`src/core/tvs_params.svh`:
```
`ifndef TVS_PARAMS_SVH
`define TVS_PARAMS_SVH
// ----------------------------------------
// register word indexes (address bits 5:2)
// ----------------------------------------
`define TVS_OFF_FLAG   4'h0
`define TVS_OFF_MASK   4'h1
`define TVS_OFF_PSW    4'h2
`define TVS_OFF_LAST   4'h3
// ----------------------------------------
// flag bit positions
// ----------------------------------------
`define TVS_F_NONMASK  0
`define TVS_F_STKOV    1
`define TVS_F_STKUN    2
`define TVS_F_B_LO     3
`define TVS_F_B_HI     7
// ----------------------------------------
// reset values
// ----------------------------------------
`define TVS_FLAG_RST   8'h00
`define TVS_MASK_RST   8'h00
`define TVS_PSW_RST    5'h00
// ----------------------------------------
// trap numbers; an entry is four bytes
// ----------------------------------------
`define TVS_VEC_SHIFT  2
`define TVS_RESET_NUM  7'h00
`define TVS_NONMASK    7'h02
`define TVS_STKOV_NUM  7'h04
`define TVS_STKUN_NUM  7'h06
`define TVS_CLASSB     7'h0a
`define TVS_SW_LAST    24'h0001fc
`define TVS_EXT_BASE   7'h18
`define TVS_TMR_BASE   7'h22
`define TVS_ASC_TX     7'h2a
`define TVS_ASC_TB     7'h47
`define TVS_SER_BASE   7'h2b
`define TVS_XP_BASE    7'h40
`define TVS_NODES      28
`endif

```
`src/core/tvs_pkg.sv`:
```
`default_nettype none
package tvs_pkg;
    typedef enum logic [4:0] {
        TVS_K_RESET = 5'h01,
        TVS_K_A     = 5'h02,
        TVS_K_B     = 5'h04,
        TVS_K_SW    = 5'h08,
        TVS_K_IRQ   = 5'h10
    } tvs_kind_type;
    typedef struct packed {
        tvs_kind_type kind;
        logic [6:0]   num;
        logic [23:0]  addr;
        logic [3:0]   prio;
    } tvs_vec_type;
    typedef struct packed {
        logic       ien;
        logic [3:0] prio;
    } tvs_psw_type;
    typedef struct packed {
        logic       hit;
        logic [4:0] idx;
        logic [3:0] lvl;
    } tvs_pick_type;
endpackage : tvs_pkg
`default_nettype wire

```
`src/core/tvs_trap_vector_select.sv`:
```
`timescale 1ns/1ps
`default_nettype none
`include "tvs_params.svh"

// Behaviour
// - every vector address is the trap number times four.
// - after any reset execution starts at vector address zero.
// - a reset outranks every trap and interrupt.
// - software traps accept numbers 00 to 7f, vectors up to 1fc.
// - a software trap keeps the current cpu priority unchanged.
// - class A traps use trap numbers 02, 04 and 06 with own flags.
// - all five class B traps share trap number 0a, each own flag.
// - traps seen in one instruction are served by fixed priority.
// - each interrupt node has its own fixed trap number 18 to 47.
// - a software trap vector comes from its seven-bit operand.
// - software tells class B causes apart by the flag register.
// - an interrupt is served only above the current cpu priority.
module tvs_trap_vector_select
    import tvs_pkg::*;
#(
    parameter logic [`TVS_NODES-1:0] NODE_EN = '1
) (
    // clock and reset
    input  wire logic                    clk_i,
    input  wire logic                    rst_i,
    // avalon-mm slave
    input  wire logic [5:0]              avs_address_i,
    input  wire logic                    avs_read_i,
    input  wire logic                    avs_write_i,
    input  wire logic [31:0]             avs_writedata_i,
    input  wire logic [3:0]              avs_byteenable_i,
    output logic      [31:0]             avs_readdata_o,
    output logic                         avs_waitrequest_o,
    output logic                         irq_o,
    // reset sources
    input  wire logic                    sw_reset_i,
    input  wire logic                    wdt_overflow_i,
    // trap conditions
    input  wire logic                    nonmask_n_i,
    input  wire logic [7:1]              core_trap_i,
    // instruction sequencer
    input  wire logic                    instr_end_i,
    input  wire logic                    sw_trap_i,
    input  wire logic [6:0]              sw_trap_num_i,
    // interrupt nodes
    input  wire logic [`TVS_NODES-1:0]   int_req_i,
    input  wire logic [`TVS_NODES*4-1:0] int_lvl_i,
    // vector out
    output tvs_vec_type                  vec_o,
    output logic                         vec_valid_o,
    output logic      [`TVS_NODES-1:0]   node_ack_o,
    output logic      [3:0]              cpu_prio_o
);
    localparam int N = `TVS_NODES;

    // ----------------------------------------
    // decode functions
    // ----------------------------------------
    function automatic tvs_pick_type pick(input logic [N-1:0] req,
                                          input logic [N*4-1:0] lvl);
        tvs_pick_type p;
        p = '0;
        // strict compare: equal levels go to the lowest node index
        for (int i = 0; i < N; i++) begin
            if (req[i] && (!p.hit || lvl[i*4 +: 4] > p.lvl)) begin
                p.hit = 1'b1;
                p.idx = 5'(i);
                p.lvl = lvl[i*4 +: 4];
            end
        end
        return p;
    endfunction : pick

    function automatic logic [6:0] node_num(input logic [4:0] i);
        logic [6:0] n;
        n = `TVS_EXT_BASE;
        if (i < 5'h08) begin
            n = `TVS_EXT_BASE + 7'(i);
        end else if (i < 5'h0e) begin
            n = `TVS_TMR_BASE + 7'(i - 5'h08);
        end else if (i == 5'h0e) begin
            n = `TVS_ASC_TX;
        end else if (i == 5'h0f) begin
            n = `TVS_ASC_TB;
        end else if (i < 5'h15) begin
            n = `TVS_SER_BASE + 7'(i - 5'h10);
        end else begin
            n = `TVS_XP_BASE + 7'(i - 5'h15);
        end
        return n;
    endfunction : node_num

    // ----------------------------------------
    // state
    // ----------------------------------------
    logic              nm_s1_reg;
    logic              nm_s2_reg;
    logic              nm_s3_reg;
    logic [7:0]        flag_reg;
    logic [7:0]        mask_reg;
    tvs_psw_type       psw_reg;
    logic [2:0]        pend_a_reg;
    logic              pend_b_reg;
    logic              rst_pend_reg;
    logic              sw_pend_reg;
    logic [6:0]        sw_num_reg;
    logic [11:0]       last_reg;
    logic              wait_reg;
    logic [31:0]       rdata_reg;
    logic              irq_reg;
    tvs_vec_type       vec_reg;
    logic              valid_reg;
    logic [N-1:0]      ack_reg;

    // ----------------------------------------
    // bus decode
    // ----------------------------------------
    wire logic [3:0] widx    = avs_address_i[5:2];
    wire logic       wr_fire = avs_write_i & ~wait_reg
                               & avs_byteenable_i[0];
    wire logic       wr_flag = wr_fire & (widx == `TVS_OFF_FLAG);
    wire logic       wr_mask = wr_fire & (widx == `TVS_OFF_MASK);
    wire logic       wr_psw  = wr_fire & (widx == `TVS_OFF_PSW);
    wire logic [31:0] rd_mux =
        (widx == `TVS_OFF_FLAG) ? {24'h0, flag_reg} :
        (widx == `TVS_OFF_MASK) ? {24'h0, mask_reg} :
        (widx == `TVS_OFF_PSW)  ? {27'h0, psw_reg}  :
        (widx == `TVS_OFF_LAST) ? {20'h0, last_reg} : 32'h0;

    // ----------------------------------------
    // trap detection
    // ----------------------------------------
    // pin is active low; an edge, not a level, raises the trap
    wire logic       nm_fall = nm_s3_reg & ~nm_s2_reg;
    wire logic [7:0] hw_evt  = {core_trap_i, nm_fall};
    wire logic [7:0] flag_clr = wr_flag ? avs_writedata_i[7:0] : 8'h0;
    // set wins over a clear in the same cycle
    wire logic [7:0] flag_next = (flag_reg & ~flag_clr) | hw_evt;
    // traps caught in this instruction count as pending now
    wire logic [2:0] pa = pend_a_reg | hw_evt[`TVS_F_STKUN:0];
    wire logic       pb = pend_b_reg
                          | (|hw_evt[`TVS_F_B_HI:`TVS_F_B_LO]);

    // ----------------------------------------
    // dispatch selection
    // ----------------------------------------
    wire logic        go       = instr_end_i & ~rst_pend_reg;
    wire logic        sw_vis   = sw_pend_reg | sw_trap_i;
    wire logic [6:0]  sw_num   = sw_pend_reg ? sw_num_reg
                                             : sw_trap_num_i;
    wire tvs_pick_type best    = pick(int_req_i & NODE_EN, int_lvl_i);
    wire logic        irq_ok   = best.hit & psw_reg.ien
                                 & (best.lvl > psw_reg.prio);
    wire logic        take_rst = rst_pend_reg;
    wire logic        take_a   = go & (|pa);
    wire logic        take_b   = go & ~(|pa) & pb;
    wire logic        hw_any   = (|pa) | pb;
    wire logic        take_sw  = go & ~hw_any & sw_vis;
    wire logic        take_irq = go & ~hw_any & ~sw_vis & irq_ok;
    wire logic        any_take = take_rst | take_a | take_b
                                 | take_sw | take_irq;
    // class A: the non-maskable trap is served before the stack traps
    wire logic [2:0]  a_one    = pa[0] ? 3'h1 : (pa[1] ? 3'h2 : 3'h4);
    wire logic [6:0]  a_num    = pa[0] ? `TVS_NONMASK
                               : (pa[1] ? `TVS_STKOV_NUM
                                        : `TVS_STKUN_NUM);
    wire logic [6:0]  sel_num  =
        take_rst ? `TVS_RESET_NUM :
        take_a   ? a_num :
        take_b   ? `TVS_CLASSB :
        take_sw  ? sw_num : node_num(best.idx);
    wire tvs_kind_type sel_kind =
        take_rst ? TVS_K_RESET :
        take_a   ? TVS_K_A :
        take_b   ? TVS_K_B :
        take_sw  ? TVS_K_SW : TVS_K_IRQ;
    // only an interrupt entry raises the priority; traps keep it
    wire logic [3:0]  sel_prio = take_irq ? best.lvl
                               : (take_rst ? 4'h0
                                           : psw_reg.prio);
    wire logic [23:0] sel_addr =
        24'({sel_num, `TVS_VEC_SHIFT'(0)});
    wire logic [N-1:0] ack_next = take_irq ? (N'(1) << best.idx) : '0;

    // ----------------------------------------
    // registers
    // ----------------------------------------
    always_ff @(posedge clk_i) begin
        nm_s1_reg <= nonmask_n_i;
        nm_s2_reg <= nm_s1_reg;
        nm_s3_reg <= nm_s2_reg;
    end

    always_ff @(posedge clk_i) begin
        if (rst_i) begin
            wait_reg  <= 1'b1;
            rdata_reg <= 32'h0;
            flag_reg  <= `TVS_FLAG_RST;
            mask_reg  <= `TVS_MASK_RST;
            irq_reg   <= 1'b0;
        end else begin
            // one wait state: data and write land on the second cycle
            wait_reg <= ~((avs_read_i | avs_write_i) & wait_reg);
            if (avs_read_i & wait_reg) begin
                rdata_reg <= rd_mux;
            end
            flag_reg <= flag_next;
            if (wr_mask) begin
                mask_reg <= avs_writedata_i[7:0];
            end
            irq_reg <= |(flag_reg & mask_reg);
        end
    end

    always_ff @(posedge clk_i) begin
        if (rst_i) begin
            psw_reg <= `TVS_PSW_RST;
        end else if (take_rst | take_irq) begin
            psw_reg.prio <= sel_prio;
            psw_reg.ien  <= psw_reg.ien & ~take_rst;
        end else if (wr_psw) begin
            psw_reg <= avs_writedata_i[4:0];
        end
    end

    always_ff @(posedge clk_i) begin
        if (rst_i) begin
            rst_pend_reg <= 1'b1;
            pend_a_reg   <= 3'h0;
            pend_b_reg   <= 1'b0;
            sw_pend_reg  <= 1'b0;
            sw_num_reg   <= 7'h00;
        end else begin
            rst_pend_reg <= sw_reset_i | wdt_overflow_i;
            // a reset discards whatever trap was waiting
            pend_a_reg  <= take_rst ? 3'h0
                                    : pa & ~(take_a ? a_one : 3'h0);
            pend_b_reg  <= pb & ~take_b & ~take_rst;
            sw_pend_reg <= sw_vis & ~take_sw & ~take_rst;
            if (sw_trap_i & ~sw_pend_reg) begin
                sw_num_reg <= sw_trap_num_i;
            end
        end
    end

    always_ff @(posedge clk_i) begin
        if (rst_i) begin
            vec_reg   <= '{TVS_K_RESET, 7'h00, 24'h0, 4'h0};
            valid_reg <= 1'b0;
            ack_reg   <= '0;
            last_reg  <= 12'h0;
        end else begin
            valid_reg <= any_take;
            ack_reg   <= ack_next;
            if (any_take) begin
                vec_reg  <= '{sel_kind, sel_num, sel_addr, sel_prio};
                last_reg <= {sel_kind, sel_num};
            end
        end
    end

    // ----------------------------------------
    // outputs
    // ----------------------------------------
    assign avs_readdata_o    = rdata_reg;
    assign avs_waitrequest_o = wait_reg;
    assign irq_o             = irq_reg;
    assign vec_o             = vec_reg;
    assign vec_valid_o       = valid_reg;
    assign node_ack_o        = ack_reg;
    assign cpu_prio_o        = psw_reg.prio;
endmodule : tvs_trap_vector_select
`default_nettype wire

```
`config.mk`:
```
export PLATFORM = sky130hd
export DESIGN_NAME = tvs_trap_vector_select
export DESIGN_NICKNAME = d
export VERILOG_FILES = /design/src/core/tvs_pkg.sv /design/src/core/tvs_trap_vector_select.sv
export VERILOG_INCLUDE_DIRS = /design/src /design/src/core
export SDC_FILE = /design/constraint.sdc
export NUM_CORES = 1
export LEC_CHECK = 0
export BUFFER_PORTS_ARGS = -buffer_cell sky130_fd_sc_hd__buf_2
export CORE_ASPECT_RATIO = 1.5
export CORE_MARGIN = 2
export CORE_UTILIZATION = 54
export DETAILED_ROUTE_END_ITERATION = 6
export HOLD_SLACK_MARGIN = 0.08
export PLACE_DENSITY = 0.9
export SLEW_MARGIN = 20
export SYNTH_ARGS = -nofsm -noshare
export SYNTH_HDL_FRONTEND = slang
export SYNTH_SLANG_ARGS = --single-unit
```
`constraint.sdc`:
```
create_clock -name clk_i -period 55.6 [get_ports clk_i]
set_input_delay 11.12 -clock clk_i [delete_from_list [all_inputs] [get_ports clk_i]]
set_output_delay 11.12 -clock clk_i [all_outputs]
set_load 0.01 [all_outputs]
```
==> run_results.csv <==
group,metric,value,unit
status,status,"finished clean",
clocking,clock_latency,350,ps
place,dpl_worst_slack,-513,ps
logic_synthesis,synth_edf_count,0,
logic_synthesis,synth_top_area_cell,"dfxtp_1",
clocking,h-tree-depth,3,
die,die_h,177,um
die,rows,63,
clocking,clk_pin_slew,70,ps
die,ios,312,
die,die_x,119,um
clocking,clock_tree.root_cell,"clkbuf_16",
cells_and_area,drive_above_1_share,32.8,%
global_routing,antenna_found_initial,4,
worst_setup_path,cp_common_cell,"ha_1",
logic_synthesis,synth.area.top_cells,"dfxtp_1 18%, ha_1 11%, nand2_1 4.6%, a21oi_1 4.4%, buf_4 4.1%",
global_routing,grt_usage,31.2,%
worst_setup_path,slowest_delay,510,ps
logic_synthesis,synthArstFlopShare,0,%
detailed_routing,drc,0,
global_routing,grt-ovfl-total,0,
worst_setup_path,timing.rr.start,"pend_b_reg$_SDFF_PP0_",
cells_and_area,fillers,1411,
logic_synthesis,synth_warnings,0,
cells_and_area,fin_area,14000,um2
sta,setup_viol,0,
detailed_routing,ant_nets,0,
sta,finalCriticalPeriod,54020,ps
cells_and_area,regArea,1940,um2
detailed_routing,via_per_inst,6.36,
clocking,clockBufferDepth,2,
detailed_routing,num_vias,13100,
worst_setup_path,worst_ep_required_time,55850,ps
logic_synthesis,synth_common_cells,"132 x nand2_1, 112 x inv_1, 106 x nor2_1",
logic_synthesis,synth_cells,1425,
worst_setup_path,path_class,"primary input to register",
clocking,cts_tree,"yes",
min_path,hold_path_startpoint,"nm_s1_reg$_DFF_P_",
clocking,cts_buffers,9,
cells_and_area,largest_reg_flops,28,
place,dp_hpwl,28.5,mm
detailed_routing,first_pass_iters,6,
worst_setup_path,slowest_stage,"a221oi_4",
die,initial_core_util,54.7,%
sta,layout_setup_ws,1580,ps
place,placed_area,12800,um2
cells_and_area,synthToLayoutAreaGrowth,30.3,%
logic_synthesis,yosysUniqueCellTypes,97,
detailed_routing,wl_per_cell,18.5,um
logic_synthesis,synth_seq_area_share,18.1,%
global_routing,grt_pass1_wl,54.4,mm
place,numPortBuffers,245,
sta,clock_skew,12.7,ps
worst_setup_path,start_kind,"primary input",
logic_synthesis,syn_area,10700,um2
sta,hold_violations,0,
detailed_routing,drtIter0Drc,1029,
detailed_routing,wl,38.0,mm
logic_synthesis,yosysTopAreaCellShare,18.1,%
logic_synthesis,yosysMostFrequentCell,"nand2_1",
logic_synthesis,ys_ff_latch,97,
place,place_congestion,0.948,
logic_synthesis,ys.flop_type,"dfxtp_1",
worst_setup_path,crit_path_end_kind,"register",
flow_run,maxCapViolations,0,
sta,fin_tns_setup,0,ps
sta,maxSlewHeadroom,14.2,%
die,core_area,19600,um2
cells_and_area,finalNetCount,2090,
worst_setup_path,crit_start,"int_req_i[0]",
global_routing,grt_pass1_vias,12100,
cells_and_area,multiInputGateArea,8570,um2
worst_setup_path,crit_family,"compound AO/OA/AOI/OAI gates",
sta,fmax,18.5,MHz
worst_setup_path,path_buf_inv,26,
sta,worstMarginPinSlew,1270,ps
clocking,clock_sinks,97,
min_path,hold_class,"register to register",
sta,slew_violations,0,
sta,finalCritPeriodShare,97.2,%
worst_setup_path,crit_fanout,15,
worst_setup_path,arrival,54260,ps
die,die_area,21000,um2
logic_synthesis,syn_avg_cell_area,7.53,um2
global_routing,grt_start_max_net_pins,51,
[path summary, 6_finish.rpt]
| path | end | slack (ps) | depth (start not counted) |
|---|---|---|---|
| max reg2reg | last_reg[4]$_SDFFE_PP0P_ | 52380 | 11 |
| max | cpu_prio_o[0]$_SDFFE_PP0P_ | 1580 | 226 |
| min | nm_s2_reg$_DFF_P_ | 330 | 0 |
| min reg2reg | nm_s2_reg$_DFF_P_ | 330 | 0 |
[metal layers]
| metal | GRT usage [%] | vias to the layer above | wire, um |
|---|---|---|---|
| met4 | 19.4 | 0 | 2710 |
| met5 | 0 | - | 0 |
| li1 | - | 5962 | - |
| met2 | 58.9 | 739 | 19400 |
| met1 | 30.3 | 6118 | 12900 |
| met3 | 7.06 | 258 | 3000 |
[stage by stage]
step	utilization (%)	hold WS (ps)	std cells
detailed placement	65.1	324	2003
finish	71.2	334	2056
global placement	65.1	318	2003
CTS	66.9	339	2022
floorplan	-	310	1461
global route	71.2	345	2056
[layout make-up]
cell class                      instances  share of cell area, %
Clock inverter                          7                  0.636
Tap cell                              260                   2.33
Clock buffer                            9                   1.61
Timing Repair Buffer                  400                   17.1
Inverter                              112                   3.01
Multi-Input combinational cell       1167                   61.3
Sequential cell                        97                   13.9
Antenna cell                            4                 0.0716
[cell usage in the layout, fill, tap and decap left out, types with 32 or more instances in the layout]
| cell | netlist | routed |
|---|---|---|
| a21oi_1 | 95 | 77 |
| and2_1 | 54 | 52 |
| inv_1 | 112 | 112 |
| nand3_1 | 32 | 32 |
| dfxtp_1 | 97 | 97 |
| buf_2 | 4 | 244 |
| nand2_1 | 132 | 132 |
| nor2_1 | 106 | 103 |
| conb_1 | 1 | 37 |
| nor3_1 | 44 | 41 |
| ha_1 | 98 | 94 |
| o21ai_0 | 55 | 45 |
| buf_4 | 59 | 156 |
[cell families after synthesis]
group	count (synthesis)	synth area share, %
AND/OR/NAND/NOR	503	23.8
AO/OA/AOI/OAI	470	31.8
buffers and inverters	198	9.11
adder cells (fa/ha/maj)	101	11.7
flip-flops	97	18.1
multiplexers	55	5.46
other	1	0.0350
[what timing repair did]
action	in CTS	in global routing
setup buffers	3	29
hold buffers	0	0
cloned	0	1
setup endpoints to repair	47	51
resized for setup	3	129
pin swaps	2	48
Power is left out: the tool's default activity adds up to more than one toggle a clock period on the data nets, which glitch-free logic cannot reach.
